===== src/hw/chan_update_pkg.sv =====
// shared constants and carriers for the channel update mode registers
package chan_update_pkg;
  localparam int unsigned NUM_CHAN = 16;
  localparam int unsigned ADDR_W = 7;
  localparam int unsigned DATA_W = 16;
  localparam int unsigned CODE_W = 12;
  localparam logic [ADDR_W-1:0] OFFS_UPDATE_MODE = 7'h0A;
  localparam logic [ADDR_W-1:0] OFFS_BCAST_ENABLE = 7'h0B;
  localparam logic [DATA_W-1:0] RST_UPDATE_MODE = 16'h0000;
  localparam logic [DATA_W-1:0] RST_BCAST_ENABLE = 16'hFFFF;
  localparam logic [DATA_W-1:0] RDATA_UNMAPPED = 16'h0000;

  // register access request from the serial interface logic
  typedef struct packed {
    logic valid;
    logic write;
    logic [ADDR_W-1:0] addr;
    logic [DATA_W-1:0] wdata;
  } reg_req_s;

  // buffer write request from the serial interface logic
  typedef struct packed {
    logic valid;
    logic broadcast;
    logic [3:0] chan;
    logic [CODE_W-1:0] code;
  } buf_wr_s;
endpackage : chan_update_pkg


===== src/hw/channel_update_mode_regs.sv =====
// update-mode and broadcast-enable registers with per-channel code staging
`timescale 1ns/1ns
`default_nettype none

module channel_update_mode_regs #(
  parameter int unsigned NUM_CHAN = chan_update_pkg::NUM_CHAN,
  parameter int unsigned CODE_W = chan_update_pkg::CODE_W
) (
  // clock and reset
  input wire logic i_clock,
  input wire logic i_rst_n,
  // register access
  input wire chan_update_pkg::reg_req_s i_reg_req,
  output logic [chan_update_pkg::DATA_W-1:0] o_reg_rdata,
  output logic o_reg_rvalid,
  // buffer writes and trigger
  input wire chan_update_pkg::buf_wr_s i_buf_wr,
  input wire logic i_trigger,
  // channel state
  output logic [NUM_CHAN*CODE_W-1:0] o_active_codes,
  output logic [NUM_CHAN-1:0] o_update_mode,
  output logic [NUM_CHAN-1:0] o_bcast_enable
);

  // ---------------------------------------------------------------
  // register file
  // ---------------------------------------------------------------
  logic [NUM_CHAN-1:0] update_mode_reg;
  logic [NUM_CHAN-1:0] bcast_enable_reg;
  logic wr_mode;
  logic wr_bcast;

  assign wr_mode = i_reg_req.valid && i_reg_req.write &&
    (i_reg_req.addr == chan_update_pkg::OFFS_UPDATE_MODE);
  assign wr_bcast = i_reg_req.valid && i_reg_req.write &&
    (i_reg_req.addr == chan_update_pkg::OFFS_BCAST_ENABLE);

  always_ff @(posedge i_clock or negedge i_rst_n)
  begin
    if (!i_rst_n)
      update_mode_reg <= chan_update_pkg::RST_UPDATE_MODE[NUM_CHAN-1:0];
    else if (wr_mode)
      update_mode_reg <= i_reg_req.wdata[NUM_CHAN-1:0];
  end

  always_ff @(posedge i_clock or negedge i_rst_n)
  begin
    if (!i_rst_n)
      bcast_enable_reg <= chan_update_pkg::RST_BCAST_ENABLE[NUM_CHAN-1:0];
    else if (wr_bcast)
      bcast_enable_reg <= i_reg_req.wdata[NUM_CHAN-1:0];
  end

  // reads answer one cycle after the request; unmapped reads give zero
  always_ff @(posedge i_clock or negedge i_rst_n)
  begin
    if (!i_rst_n)
    begin
      o_reg_rdata <= chan_update_pkg::RDATA_UNMAPPED;
      o_reg_rvalid <= 1'b0;
    end
    else
    begin
      o_reg_rvalid <= i_reg_req.valid && !i_reg_req.write;
      if (i_reg_req.valid && !i_reg_req.write)
      begin
        if (i_reg_req.addr == chan_update_pkg::OFFS_UPDATE_MODE)
          o_reg_rdata <= chan_update_pkg::DATA_W'(update_mode_reg);
        else if (i_reg_req.addr == chan_update_pkg::OFFS_BCAST_ENABLE)
          o_reg_rdata <= chan_update_pkg::DATA_W'(bcast_enable_reg);
        else
          o_reg_rdata <= chan_update_pkg::RDATA_UNMAPPED;
      end
    end
  end

  assign o_update_mode = update_mode_reg;
  assign o_bcast_enable = bcast_enable_reg;

  // ---------------------------------------------------------------
  // buffer and active codes
  // ---------------------------------------------------------------
  logic [CODE_W-1:0] buf_reg [NUM_CHAN];
  logic [CODE_W-1:0] active_reg [NUM_CHAN];
  logic [NUM_CHAN-1:0] buf_hit;

  always_comb
  begin
    for (int n = 0; n < NUM_CHAN; n++)
      buf_hit[n] = i_buf_wr.valid && (i_buf_wr.broadcast ?
        bcast_enable_reg[n] : (32'(i_buf_wr.chan) == n));
  end

  always_ff @(posedge i_clock or negedge i_rst_n)
  begin
    if (!i_rst_n)
    begin
      for (int n = 0; n < NUM_CHAN; n++)
        buf_reg[n] <= '0;
    end
    else
    begin
      for (int n = 0; n < NUM_CHAN; n++)
        if (buf_hit[n])
          buf_reg[n] <= i_buf_wr.code;
    end
  end

  // a write in the trigger cycle stays buffered for the next trigger
  // per-channel mode bit selects path
  always_ff @(posedge i_clock or negedge i_rst_n)
  begin
    if (!i_rst_n)
    begin
      for (int n = 0; n < NUM_CHAN; n++)
        active_reg[n] <= '0;
    end
    else
    begin
      for (int n = 0; n < NUM_CHAN; n++)
      begin
        if (!update_mode_reg[n] && buf_hit[n])
          active_reg[n] <= i_buf_wr.code;
        else if (update_mode_reg[n] && i_trigger)
          active_reg[n] <= buf_reg[n];
      end
    end
  end

  // flat view: channel n occupies slice n of the code bus
  always_comb
  begin
    for (int n = 0; n < NUM_CHAN; n++)
      o_active_codes[n*CODE_W +: CODE_W] = active_reg[n];
  end

  // ---------------------------------------------------------------
  // assertions
  // ---------------------------------------------------------------
  a_mode_reset_zero: assert property (
    @(posedge i_clock) $rose(i_rst_n) |-> update_mode_reg == '0)
    else $error("mode register not zero after reset");

  a_mode_write_store: assert property (
    @(posedge i_clock) disable iff (!i_rst_n)
    wr_mode |=> update_mode_reg == $past(i_reg_req.wdata[NUM_CHAN-1:0]))
    else $error("mode write not stored");

  a_bcast_write_store: assert property (
    @(posedge i_clock) disable iff (!i_rst_n)
    wr_bcast |=> bcast_enable_reg == $past(i_reg_req.wdata[NUM_CHAN-1:0]))
    else $error("broadcast write not stored");

  a_bcast_reset_ones: assert property (
    @(posedge i_clock) $rose(i_rst_n) |-> &bcast_enable_reg)
    else $error("broadcast register not ones after reset");

  a_direct_follow: assert property (
    @(posedge i_clock) disable iff (!i_rst_n)
    (i_buf_wr.valid && !i_buf_wr.broadcast &&
     !update_mode_reg[i_buf_wr.chan])
    |=> active_reg[$past(i_buf_wr.chan)] == $past(i_buf_wr.code))
    else $error("direct channel did not follow buffer");

  a_mode_hold_idle: assert property (
    @(posedge i_clock) disable iff (!i_rst_n)
    !wr_mode |=> $stable(update_mode_reg))
    else $error("mode register changed without a write");

  a_write_no_answer: assert property (
    @(posedge i_clock) disable iff (!i_rst_n)
    (i_reg_req.valid && i_reg_req.write) |=> !o_reg_rvalid)
    else $error("write produced a read answer");

  // every channel checked, not only one the scenarios may never touch
  for (genvar n = 0; n < NUM_CHAN; n++)
  begin : g_chan_check
    a_held_no_trigger: assert property (
      @(posedge i_clock) disable iff (!i_rst_n)
      (update_mode_reg[n] && !i_trigger)
      |=> $stable(active_reg[n]))
      else $error("triggered channel changed without trigger");

    a_trigger_transfer: assert property (
      @(posedge i_clock) disable iff (!i_rst_n)
      (update_mode_reg[n] && i_trigger)
      |=> active_reg[n] == $past(buf_reg[n]))
      else $error("trigger did not transfer buffer");

    a_bcast_ignored: assert property (
      @(posedge i_clock) disable iff (!i_rst_n)
      (i_buf_wr.valid && i_buf_wr.broadcast && !bcast_enable_reg[n])
      |=> $stable(buf_reg[n]))
      else $error("disabled channel took broadcast");

    a_bcast_accepted: assert property (
      @(posedge i_clock) disable iff (!i_rst_n)
      (i_buf_wr.valid && i_buf_wr.broadcast && bcast_enable_reg[n])
      |=> buf_reg[n] == $past(i_buf_wr.code))
      else $error("enabled channel missed broadcast");

    a_mode_bit_select: assert property (
      @(posedge i_clock) disable iff (!i_rst_n)
      (buf_hit[n] && !update_mode_reg[n])
      |=> active_reg[n] == $past(i_buf_wr.code))
      else $error("channel ignored its own mode bit");
  end

  a_read_answer: assert property (
    @(posedge i_clock) disable iff (!i_rst_n)
    (i_reg_req.valid && !i_reg_req.write &&
     i_reg_req.addr == chan_update_pkg::OFFS_UPDATE_MODE)
    |=> o_reg_rvalid && o_reg_rdata == $past(update_mode_reg))
    else $error("mode readback wrong");

endmodule : channel_update_mode_regs

`default_nettype wire


===== config.mk =====
export PLATFORM = sky130hd
export DESIGN_NAME = channel_update_mode_regs
export DESIGN_NICKNAME = d
export VERILOG_FILES = /design/src/hw/chan_update_pkg.sv /design/src/hw/channel_update_mode_regs.sv
export SDC_FILE = /design/constraint.sdc
export NUM_CORES = 1
export LEC_CHECK = 0
export ABC_AREA = 1
export BUFFER_PORTS_ARGS = -buffer_cell sky130_fd_sc_hd__buf_2
export CORE_ASPECT_RATIO = 0.9
export CORE_MARGIN = 3
export CORE_UTILIZATION = 40
export DETAILED_ROUTE_END_ITERATION = 7
export PLACE_DENSITY = 0.62
export SETUP_SLACK_MARGIN = 0.4
export SYNTH_ARGS = -nofsm -noshare
export SYNTH_HDL_FRONTEND = slang
export SYNTH_SLANG_ARGS = --single-unit
export TNS_END_PERCENT = 100

===== constraint.sdc =====
create_clock -name i_clock -period 1.75 [get_ports i_clock]
set_input_delay 0.175 -clock i_clock [delete_from_list [all_inputs] [get_ports i_clock]]
set_output_delay 0.175 -clock i_clock [all_outputs]
set_load 0.005 [all_outputs]

After elaboration in Yosys (flattened, before gate mapping)
Index checks and enable logic that the tools add are counted.
W data, S select, Z words.
Word-level totals
  bits in latches: 0
  logic and storage cells: 189
  memory bits (read-only): 0
  memories kept: 0
  bits in registers: 433
  output and inout bits: 241
  bits in writable memories: 0
Cells by class
  reductions and logical operators: 86
  equality and inequality tests: 17
  bitwise logic cells: 0
  $mul: 0
  muxes and demuxes: 50
  add/subtract/negate cells: 0
  shifts and indexed selects: 0
  div/mod/pow operators: 0
  order comparisons: 0
Operators by type and width (count)
  $mux W12: 32
  $logic_and A1 B1 Y1: 52
  $eq A4 B4 Y1 const B: 8
  $mux W16: 2
  $reduce_bool A2 Y1: 16
  $logic_not A1 Y1: 17
  $eq A4 B3 Y1 const B: 4
  $mux W1: 16
  $eq A7 B4 Y1 const B: 2
  $eq A4 B2 Y1 const B: 2
  $eq A4 B1 Y1 const B: 1
  $logic_not A4 Y1: 1

Depth between registers and ports, before layout
Gate-level depths: netlist of the first run.
  word-level depth: 5
  gate-level depth with buffers: 8
  gate-level depth less buffers: 7

Worst setup path after synthesis of the first run
Ideal clock, no wire load.
  path type: register to register
  from: register bcast_enable_reg[12] (netlist: o_bcast_enable[12])
  to: register active_reg (netlist bit o_active_codes[146])
  arrival: 1.118 ns
  buffers on the path: 1
  library setup time: 0.125 ns
  setup slack: 0.507 ns
  cell stages (with the launch flop): 7
  period minus slack after synthesis: 1.243 ns
  path through: dfstp_2 -> nand2_1 -> nand2_1 -> nand3_1 -> buf_2 -> nand3_1 -> nand3_1
Between the ends
  word-level cells in the longest chain between the ends: 4
  elaborated cells on any way between the ends: 5
Ends and longest elaborated chain
  start, declared: line channel_update_mode_regs.sv:29  | logic [NUM_CHAN-1:0] bcast_enable_reg;
  start signal, assigned: line channel_update_mode_regs.sv:49  | bcast_enable_reg <= chan_update_pkg::RST_BCAST_ENABLE[NUM_CHAN-1:0];
  start signal, assigned: line channel_update_mode_regs.sv:51  | bcast_enable_reg <= i_reg_req.wdata[NUM_CHAN-1:0];
  $mux W1 *: line channel_update_mode_regs.sv:90  | buf_hit[n] = i_buf_wr.valid && (i_buf_wr.broadcast ?
  $logic_and A1 B1 Y1 *: line channel_update_mode_regs.sv:90
  $logic_and A1 B1 Y1 *: line channel_update_mode_regs.sv:122  | if (!update_mode_reg[n] && buf_hit[n])
  $mux W12 / $reduce_bool A2 Y1 (equally long branches)
  end signal, assigned by index: line channel_update_mode_regs.sv:123  | active_reg[n] <= i_buf_wr.code;
  end signal, assigned by index: line channel_update_mode_regs.sv:125  | active_reg[n] <= buf_reg[n];
  end, declared: line channel_update_mode_regs.sv:84  | logic [CODE_W-1:0] active_reg [NUM_CHAN];
Mark *: on every way between the ends. The rest lies on a longest branch, timed or not.
A chain may end at the register's enable or synchronous reset.

Worst setup path after layout of the first run
  from: register bcast_enable_reg[12] (netlist: o_bcast_enable[12])
  to: register active_reg (netlist bit o_active_codes[153])
The elaborated chain is that of the path after synthesis.

==> results.sh, run 1 <==
export IMPL_vias=18500
export IMPL_dp_cells=2901
export IMPL_antenna_left=0
export IMPL_max_cap_violations=0
export IMPL_cp_max_fo=6
export IMPL_clk_path_buf_depth=3
export IMPL_setup_tns_ns=0
export IMPL_avgSynthCellArea_um2=8.98
export IMPL_io_buffers=286
export IMPL_startpoint_type="flop"
export IMPL_hold_path_class="input port to flop"
export IMPL_die_area_um2=49500
export IMPL_switchingPower_mw=10.9
export IMPL_stdcell_area_um2=26700
export IMPL_min_period_ns=1.47
export IMPL_ir_worst_vdd_mv=0.812
export IMPL_cp_top_family="flip-flops"
export IMPL_grt_pass1_vias=17000
export IMPL_layout_common_cells="394 x dfrtp_1, 391 x nand2_1, 285 x nand3_1, 258 x buf_2, 192 x nand4_1"
export IMPL_crit_chain="buf_12, nand2_8, nand2_8, nand3_4, buf_8, nand3_2, nand3_2"
export IMPL_cts_buffers=47
export IMPL_io_pins=287
export IMPL_start_util=0.409
export IMPL_grt_pass1_wl_um=106000
export IMPL_crit_buf_inv=2
export IMPL_arrival_ns=1.94
export IMPL_max_slew_margin_rel=0.350
export IMPL_cp_slowest_cell="dfstp_2"
export IMPL_die_x_um=234
export IMPL_viasPerCell=5.90
export IMPL_core_um2=45800
export IMPL_path_clk_slew_ns=0.06
export IMPL_die_y_um=211
export IMPL_gr_total_overflow=0
export IMPL_crit_path_max_incr_delay_ns=0.57
export IMPL_drt_iter0_drc=2089
export IMPL_area_growth_pct=42.4
export IMPL_switching_share=0.318
export IMPL_powerDensity_nw_per_um2=1290
export IMPL_grt_util_all_layers=0.282
export IMPL_crit_required_ns=2.22
export IMPL_firstDrtPassIters=7
export IMPL_instances_no_fill=3136
export IMPL_finClkSkew_ns=0.0154
export IMPL_rows=74
export IMPL_layout_drive_gt1_share=0.378
export IMPL_gp_congestion=0.872
export IMPL_grt_max_degree=79
export IMPL_n_fill_cell=3895
export IMPL_tightest_slew_ns=0.975
export IMPL_cts_tree="yes"
export IMPL_clock_sinks=433
export IMPL_syn_area_um2=18700
export IMPL_clockPowerShare=0.317
export IMPL_insertion_delay_ns=0.59
export IMPL_leakagePower_nw=12.7
export IMPL_syn_inst=2086
export IMPL_synth_seq_area_share=0.580
export IMPL_antenna_found_initial=1
export IMPL_fin_nets=2535
export IMPL_p_seq_frac=0.452
export IMPL_dpl_cell_area_um2=21100
export IMPL_syn_nets=2132
export IMPL_hold_viol=0
export IMPL_dpl_hpwl_um=45500
export IMPL_drcViolationCount=0
export IMPL_cts_root_buf="clkbuf_16"
export IMPL_wl_per_cell_um=23.9
export IMPL_ys_types=21
export IMPL_layout_commonest_cell="dfrtp_1"
export IMPL_slew_violations=0
export IMPL_fmax_mhz=681
export IMPL_cts_htree_levels=2
export IMPL_critPathKind="flop to flop"
export IMPL_status="completed"
export IMPL_rsz0062_at_grt="yes"
export IMPL_p_comb_frac=0.231
export IMPL_drt_total_wl_um=75100
export IMPL_finalSetupViolations=0
export IMPL_finalCritPeriodShare=0.839
export IMPL_synth_seq_cells=433
export IMPL_end_kind="flop"
export IMPL_ys_warn_count=0
export IMPL_internal_power_mw=23.4
-- cells by family after synthesis --
kind of cell | Yosys count | share of synthesized area
and+or+nand+nor | 1155 | 0.293
DFF | 433 | 0.580
buffers and inverters | 258 | 0.0599
AOI/OAI and AO/OA | 240 | 0.0672
-- metal layers --
metal | global-route usage | vias up | part of all wire
li1 | - | 8090 | -
met1 | 0.398 | 9194 | 0.40
met2 | 0.443 | 1016 | 0.47
met3 | 0.0469 | 191 | 0.092
met4 | 0.0998 | 0 | 0.041
met5 | 0 | - | 0
-- per-stage QoR --
stage | hold WS [ns] | power, mW | utilization | setup WS, ns
detailed placement | 0.139 | 21.7 | 0.461 | 0.00577
global route | 0.0489 | 36.0 | 0.582 | 0.237
floorplan | -0.121 | 17.7 | - | 0.507
global placement | 0.143 | 21.5 | 0.461 | 0.0959
CTS | 0.00830 | 33.2 | 0.534 | 0.239
finish | 0.0342 | 34.3 | 0.582 | 0.281
-- power by group through the flow --
stage	combinational, mW	clock [mW]	sequential [mW]
after global routing	8.79	11.4	15.8
after global placement	6.24	0	15.3
after CTS	6.96	11.0	15.2
final	7.92	10.9	15.5
after floorplan	3.01	0	14.7
after detailed placement	6.42	0	15.3
-- worst min-delay path, cell delays in order --
cell    delay [ns]
buf_2         0.10
nor2_2        0.04
buf_4         0.23
-- cell type report --
class / instances / area (um2) / share of cell area
clock buffer: 66 / 1420 / 0.0532
tap: 608 / 761 / 0.0285
clock inverter: 21 / 279 / 0.0105
sequential: 433 / 10900 / 0.408
inverter: 67 / 274 / 0.0103
antenna: 1 / 2.50 / 0.0000938
multi-input combinational: 1430 / 9040 / 0.339
timing repair buffer: 510 / 4000 / 0.150
-- worst paths after layout --
| kind | depth (start not counted) | slack (ns) | endpoint | startpoint |
|---|---|---|---|---|
| min in group asynchronous | 2 | 0.12 | o_reg_rdata[6] | i_rst_n |
| setup reg to reg | 7 | 0.28 | o_active_codes[153] | o_bcast_enable[12] |
| setup / recovery | 7 | 0.28 | o_active_codes[153] | o_bcast_enable[12] |
| max in group asynchronous | 3 | 0.91 | buf_reg[163] | i_rst_n |
| hold reg to reg | 2 | 0.49 | buf_reg[104] | buf_reg[104] |
| hold / removal | 3 | 0.03 | o_reg_rvalid | i_reg_req[23] |
-- cell usage after synthesis --
library cell  number  area [um2]
a31oi_1           16         100
buf_1             16        60.1
buf_2             88         440
buf_4              3        22.5
buf_6              3        33.8
clkbuf_1          74         278
clkbuf_2           7        35.0
dfrtp_1          417       10400
dfstp_2           16         420
inv_1             67         251
nand2_1          459        1720
nand2_2           30         188
nand3_1          443        2220
nand3_2            4        40.0
nand4_1          192        1200
nor2_1            20        75.1
nor2_2             6        37.5
nor3_2             1        10.0
o21ai_0          158         791
o21ai_1           56         280
o21ai_2           10        87.6
-- timing repair --
item,in CTS,in global routing
setup buffers,40,41
gates cloned,9,34
hold buffers,23,0
resized for setup,202,326
pin swaps,12,56
hold endpoints to repair,459,0
setup endpoints to repair,392,361
(Power assumes the default switching activity.)
==> run 2: changes to the inputs <==
Settings changed: ABC_AREA 1 to 0.
Clock period 1.75 ns to 1.5 ns, I/O delays scaled along.
==> run 2 against run 1 <==
The run now ends with negative hold slack, negative setup slack left. Largest cell class unchanged. Utilization up 1.3 points. Clock power up 9%. Die area down 3.0%. Area after synthesis down 3.1%. Combinational power up 39%. Cell count down 9.4%. Largest power group unchanged. Fmax down 6.2%. Count of clock-buffer cells in the layout unchanged. Flip-flop and latch count unchanged. Critical path depth down 3. Non-clock buffer count up 200.
==> results.sh, run 2 <==
export IMPL_status="finished with violations"
export IMPL_violations="negative hold slack, negative setup slack"
export IMPL_grt_pass1_wl_um=104000
export IMPL_area_growth_pct=45.7
export IMPL_die_x_um=231
export IMPL_leakagePower_nw=13.6
export IMPL_hp_start="i_reg_req[19]"
export IMPL_clk_path_buf_depth=3
export IMPL_ys_warn_count=0
export IMPL_end_kind="flop"
export IMPL_syn_inst=1590
export IMPL_worst_slack_ns=-0.0653
export IMPL_cp_max_fo=6
export IMPL_io_buffers=286
export IMPL_finClkSkew_ns=0.0142
export IMPL_cts_htree_levels=2
export IMPL_gp_congestion=0.881
export IMPL_hold_slack_ns=-0.00107
export IMPL_switchingPower_mw=11.8
export IMPL_r2r_start="o_bcast_enable[6]"
export IMPL_layout_drive_gt1_share=0.418
export IMPL_synth_seq_cells=433
export IMPL_holdPathEnd="o_reg_rdata[0]"
export IMPL_startpoint_type="flop"
export IMPL_die_area_um2=48000
export IMPL_path_clk_slew_ns=0.06
export IMPL_powerDensity_nw_per_um2=1530
export IMPL_internal_power_mw=28.6
export IMPL_avgSynthCellArea_um2=11.4
export IMPL_fmax_mhz=639
export IMPL_layout_common_cells="411 x dfrtp_1, 305 x buf_4, 241 x buf_2, 218 x nand2_1"
export IMPL_synthMuxAreaShare=0.0516
export IMPL_rsz0062_at_grt="yes"
export IMPL_p_comb_frac=0.272
export IMPL_cts_tree="yes"
export IMPL_synthAdderAreaFrac=0
export IMPL_insertion_delay_ns=0.59
export IMPL_cts_buffers=46
export IMPL_synthXorXnorAreaFrac=0
export IMPL_ys_flop_type="dfrtp_1"
export IMPL_finalCritPeriodShare=1.04
export IMPL_cts_root_buf="clkbuf_16"
export IMPL_die_y_um=208
export IMPL_clock_sinks=433
export IMPL_hold_depth=4
export IMPL_firstDrtPassIters=6
export IMPL_crit_required_ns=1.97
export IMPL_tightest_slew_ns=0.527
export IMPL_syn_area_um2=18200
export IMPL_async_flop_share=1.00
export IMPL_grt_pass1_vias=15900
export IMPL_finalSetupViolations=103
export IMPL_fin_nets=2246
export IMPL_max_slew_margin_rel=0.648
export IMPL_crit_chain="buf_6, a32oi_4, mux2_4, a221o_1"
export IMPL_reg2reg_setup_slack_ns=-0.07
export IMPL_dpl_hpwl_um=45000
export IMPL_synth_commonest_cells="417 x dfrtp_1, 235 x nand2_1, 169 x and3_1"
export IMPL_synth_compound_area_frac=0.183
export IMPL_synthTopCellsByArea="dfrtp_1 57%, a221o_1 9.3%, and3_1 5.8%, nand2_1 4.9%, o21ai_0 4.3%"
export IMPL_antenna_found_initial=4
export IMPL_max_cap_violations=0
export IMPL_grt_util_all_layers=0.287
export IMPL_antenna_left=0
export IMPL_synth_seq_area_share=0.598
export IMPL_io_pins=287
export IMPL_grt_max_degree=96
export IMPL_switching_share=0.291
export IMPL_layout_commonest_cell="dfrtp_1"
export IMPL_start_util=0.408
export IMPL_min_period_ns=1.57
export IMPL_clockPowerShare=0.294
export IMPL_critPathKind="flop to flop"
export IMPL_pre_cts_ws_ns=-0.469
export IMPL_r2r_end="o_active_codes[72]"
export IMPL_synth_simple_area_share=0.128
export IMPL_rr_worst_depth=4
export IMPL_synth_top_family_by_area="compound AO/OA/AOI/OAI gates"
export IMPL_hold_viol=2
export IMPL_synth_top_area_frac=0.575
export IMPL_hold_path_class="input port to flop"
export IMPL_ys_types=38
export IMPL_drcViolationCount=0
export IMPL_viasPerCell=5.84
export IMPL_crit_path_max_incr_delay_ns=0.56
export IMPL_cp_slowest_cell="dfstp_2"
export IMPL_arrival_ns=2.04
export IMPL_vias=16600
export IMPL_total_power_mw=40.4
export IMPL_ir_worst_vdd_mv=0.790
export IMPL_yosysTopAreaCell="dfrtp_1"
export IMPL_drt_total_wl_um=72700
export IMPL_p_seq_frac=0.434
export IMPL_synth_edff_count=0
export IMPL_syn_nets=1636
export IMPL_wl_per_cell_um=25.6
export IMPL_drt_iter0_drc=1647
export IMPL_synth_most_common_cell="dfrtp_1"
export IMPL_gr_total_overflow=0
export IMPL_rows=73
export IMPL_core_um2=44500
export IMPL_slew_violations=0
==> run 2: changes by cell type after synthesis, sizes merged, moves of 29 or more <==
| cell | before | now |
|---|---|---|
| and3 | 0 | 169 |
| mux2 | 0 | 69 |
| buf | 110 | 41 |
| nand2 | 489 | 235 |
| inv | 67 | 16 |
| clkbuf | 81 | 122 |
| a22oi | 0 | 29 |
| a221o | 0 | 168 |
| nand4 | 192 | 0 |
| nand3 | 447 | 1 |
| o21ai | 224 | 157 |
==> run 2: timing repair <==
| action | 4_1_cts | 5_1_grt |
|---|---|---|
| endpoints found under the hold margin | 474 | 0 |
| endpoints found under the setup margin | 568 | 660 |
| setup buffers | 127 | 80 |
| hold buffers | 24 | 0 |
| gates cloned | 12 | 15 |
| pin swaps | 27 | 35 |
| gates resized for setup | 133 | 84 |
==> run 2: kinds of logic after synthesis <==
family          Yosys count
simple gates            461
compound gates          432
buf+inv                 179
mux                      85
flops                   433
==> run 2: worst max path at each step <==
stage / startpoint / end / depth (start not counted)
after floorplan: i_reg_req[18] / o_bcast_enable[10] / 6
after global placement: i_buf_wr[16] / o_active_codes[164] / 7
after detailed placement: i_buf_wr[16] / o_active_codes[61] / 7
after CTS: o_bcast_enable[4] / o_bcast_enable[4] / 2
after global routing: o_bcast_enable[6] / o_active_codes[74] / 4
final: o_bcast_enable[6] / o_active_codes[72] / 4
==> run 2: final cells by class <==
type | instances | area (um2)
antenna | 3 | 7.51
clock buffer | 66 | 1320
clock inverter | 19 | 253
fill | 3591 | 18000
inverter | 16 | 60.1
multi-input combinational | 993 | 7470
sequential | 433 | 10900
tap | 600 | 751
timing repair buffer | 710 | 5730
==> run 2: metrics by stage <==
stage	std cells	utilization	TNS, ns	hold slack (ns)	cell area (um2)
after floorplan	1590	-	-16.74	-0.146	18900
after detailed placement	2494	0.490	-68.77	0.0183	21800
after global routing	2839	0.595	-5.48	0.00832	26400
after global placement	2494	0.490	-62.21	0.0221	21800
after CTS	2742	0.569	-2.61	-0.0284	25300
final	2840	0.595	-2.86	-0.00107	26500
==> run 2: per-layer routing <==
metal  vias to the layer above  wire (um)  track usage
li1                       7119          -            -
met1                      8353      28800        0.386
met2                       950      33500        0.447
met3                       158       7570       0.0749
met4                         4       2760        0.108
met5                         -         27            0
==> run 2: power by group through the flow <==
| stage | clock network [mW] | registers [mW] | logic [mW] |
|---|---|---|---|
| after global routing | 12.5 | 17.8 | 11.9 |
| after detailed placement | 0 | 17.7 | 8.31 |
| after global placement | 0 | 17.6 | 8.05 |
| after floorplan | 0 | 17.1 | 4.18 |
| after CTS | 12.0 | 17.5 | 9.92 |
| final | 11.9 | 17.5 | 11.0 |
==> run 2: critical path: cells and delay by family, from the launching register on <==
kind / cells / cell delay (ns)
flops: 1 / 0.56
compound gates: 2 / 0.43
buf+inv: 1 / 0.11
mux: 1 / 0.35
==> run 3: changes to the inputs <==
Settings changed: SETUP_SLACK_MARGIN 0.4 to unset.
==> run 3 against run 2 <==
The flow finishes with violations (negative setup slack). Utilization shrank 5.0 points. Routed wire length shrank 6.7%. Clock skew grew 0.0096 ns. Via count shrank 6.0%. Design area shrank 8.4%. Setup slack gained 0.0011 ns. Cell count shrank 6.5%. Die area is the same. Worst hold slack gained 0.033 ns. Critical path type unchanged.
==> results.sh, run 3 (synthesized netlist as in run 2, its figures left out) <==
export IMPL_status="finished with violations"
export IMPL_violations="negative setup slack"
export IMPL_cp_depth=3
export IMPL_worst_slack_ns=-0.0642
export IMPL_insertion_delay_ns=0.59
export IMPL_grt_pass1_vias=15200
export IMPL_wl_per_cell_um=25.5
export IMPL_endpoint="o_active_codes[53]"
export IMPL_end_kind="flop"
export IMPL_crit_required_ns=1.98
export IMPL_multi_input_area_um2=7050
export IMPL_max_cap_violations=0
export IMPL_grt_util_all_layers=0.271
export IMPL_reg2reg_setup_slack_ns=-0.06
export IMPL_r2r_start="o_bcast_enable[4]"
export IMPL_drcViolationCount=0
export IMPL_layout_commonest_cell="dfrtp_1"
export IMPL_die_area_um2=48000
export IMPL_crit_buf_inv=0
export IMPL_cp_slowest_cell="dfstp_2"
export IMPL_n_fill_cell=3849
export IMPL_fin_util=0.545
export IMPL_rows=73
export IMPL_io_pins=287
export IMPL_powerDensity_nw_per_um2=1570
export IMPL_clock_sinks=433
export IMPL_finalSetupViolations=42
export IMPL_gr_total_overflow=0
export IMPL_firstDrtPassIters=5
export IMPL_crit_path_max_incr_delay_ns=0.59
export IMPL_startpoint_type="flop"
export IMPL_cts_root_buf="clkbuf_16"
export IMPL_instances_no_fill=2654
export IMPL_cts_htree_levels=2
export IMPL_critPathKind="flop to flop"
export IMPL_cp_max_fo=6
export IMPL_fin_nets=2059
export IMPL_min_period_ns=1.56
export IMPL_tightest_slew_ns=0.731
export IMPL_antenna_found_initial=5
export IMPL_drt_total_wl_um=67800
export IMPL_area_growth_pct=33.4
export IMPL_finalCritPeriodShare=1.04
export IMPL_cts_buffers=45
export IMPL_clk_path_buf_depth=3
export IMPL_path_clk_slew_ns=0.06
export IMPL_fmax_mhz=639
export IMPL_finClkSkew_ns=0.0238
export IMPL_vias=15600
export IMPL_cp_top_family="flip-flops"
export IMPL_hold_path_class="input port to flop"
export IMPL_grt_pass1_wl_um=98000
export IMPL_die_y_um=208
export IMPL_start_util=0.408
export IMPL_layout_drive_gt1_share=0.347
export IMPL_drt_iter0_drc=1549
export IMPL_dp_cells=2500
export IMPL_seq_area_um2=10900
export IMPL_viasPerCell=5.87
export IMPL_core_um2=44500
export IMPL_slew_violations=0
export IMPL_arrival_ns=2.04
export IMPL_antenna_left=0
export IMPL_gp_congestion=0.888
export IMPL_dpl_hpwl_um=45100
export IMPL_r2r_end="o_active_codes[53]"
export IMPL_hold_slack_ns=0.0315
export IMPL_max_slew_margin_rel=0.513
export IMPL_leakagePower_nw=12.4
export IMPL_cts_tree="yes"
export IMPL_io_buffers=286
export IMPL_layout_common_cells="406 x dfrtp_1, 269 x buf_2, 235 x nand2_1, 168 x and3_1, 168 x a221o_1"
export IMPL_crit_chain="a32oi_2, mux2_2, a221o_1"
export IMPL_rr_worst_depth=3
export IMPL_startpoint="o_bcast_enable[4]"
export IMPL_hold_viol=0
export IMPL_die_x_um=231
export IMPL_rsz0062_at_grt="yes"
export IMPL_grt_max_degree=85
export IMPL_ir_worst_vdd_mv=0.827
==> run 3: changes by cell type in the layout (fill, tap and decap cells not counted), moves of 13 or more <==
cell / previous run / this run
buf_2: 241 / 269
buf_4: 305 / 165
buf_6: 95 / 41
mux2_4: 61 / 40
nand2_1: 218 / 235
nand2_4: 13 / 0
o21ai_0: 63 / 156
o21ai_1: 87 / 1
==> run 3: how the worst min path moves through the flow <==
stage / start / to / cells past startpoint
2_1_floorplan: i_rst_n / buf_reg[0] / 0
3_3_place_gp: i_rst_n / buf_reg[62] / 1
3_5_place_dp: i_rst_n / buf_reg[71] / 1
4_1_cts: i_buf_wr[0] / buf_reg[84] / 3
5_1_grt: i_buf_wr[0] / buf_reg[84] / 3
6_report: i_buf_wr[0] / buf_reg[84] / 3
==> run 3: what timing repair did <==
action / CTS / global route
hold buffers: 25 / 0
resized for setup: 54 / 26
cloned: 0 / 12
setup buffers: 21 / 9
pin swaps: 7 / 9
endpoints found under the hold margin: 470 / 0
setup endpoints to repair: 139 / 152
==> run 3: layout make-up <==
type	count	area share
Sequential cell	433	0.449
Inverter	16	0.00248
Antenna cell	4	0.000413
Clock buffer	60	0.0538
Tap cell	600	0.0310
Timing Repair Buffer	528	0.159
Clock inverter	24	0.0138
Multi-Input combinational cell	989	0.291
==> run 3: through the flow <==
| step | worst slack, ns | cell area, um2 | total power, mW | setup TNS [ns] |
|---|---|---|---|---|
| 3_3_place_gp | -0.372 | 21600 | 25.5 | -55.95 |
| 5_1_grt | -0.0716 | 24200 | 39.9 | -2.50 |
| 3_5_place_dp | -0.463 | 21600 | 25.9 | -65.53 |
| 2_1_floorplan | -0.161 | 18500 | 21.1 | -13.95 |
| 6_report | -0.0642 | 24200 | 38.1 | -0.925 |
| 4_1_cts | -0.0630 | 23900 | 38.2 | -1.24 |
==> run 3: layer usage <==
metal	global-route usage	routed length (um)	part of all wire
met2	0.420	31400	0.46
met1	0.370	27700	0.41
met5	0	31	0.00046
met4	0.101	2330	0.034
met3	0.0686	6340	0.094
==> run 3: worst reg2reg max path, delay by kind of cell (launching register included) <==
| kind | cells | cell delay, ns |
|---|---|---|
| flops | 1 | 0.59 |
| mux | 1 | 0.39 |
| compound gates | 2 | 0.46 |
==> run 3: power by group <==
group          total [mW]  internal, mW  switching, mW
registers            17.6          15.2           2.39
clock network        12.2          7.35           4.89
logic                8.30          4.45           3.85
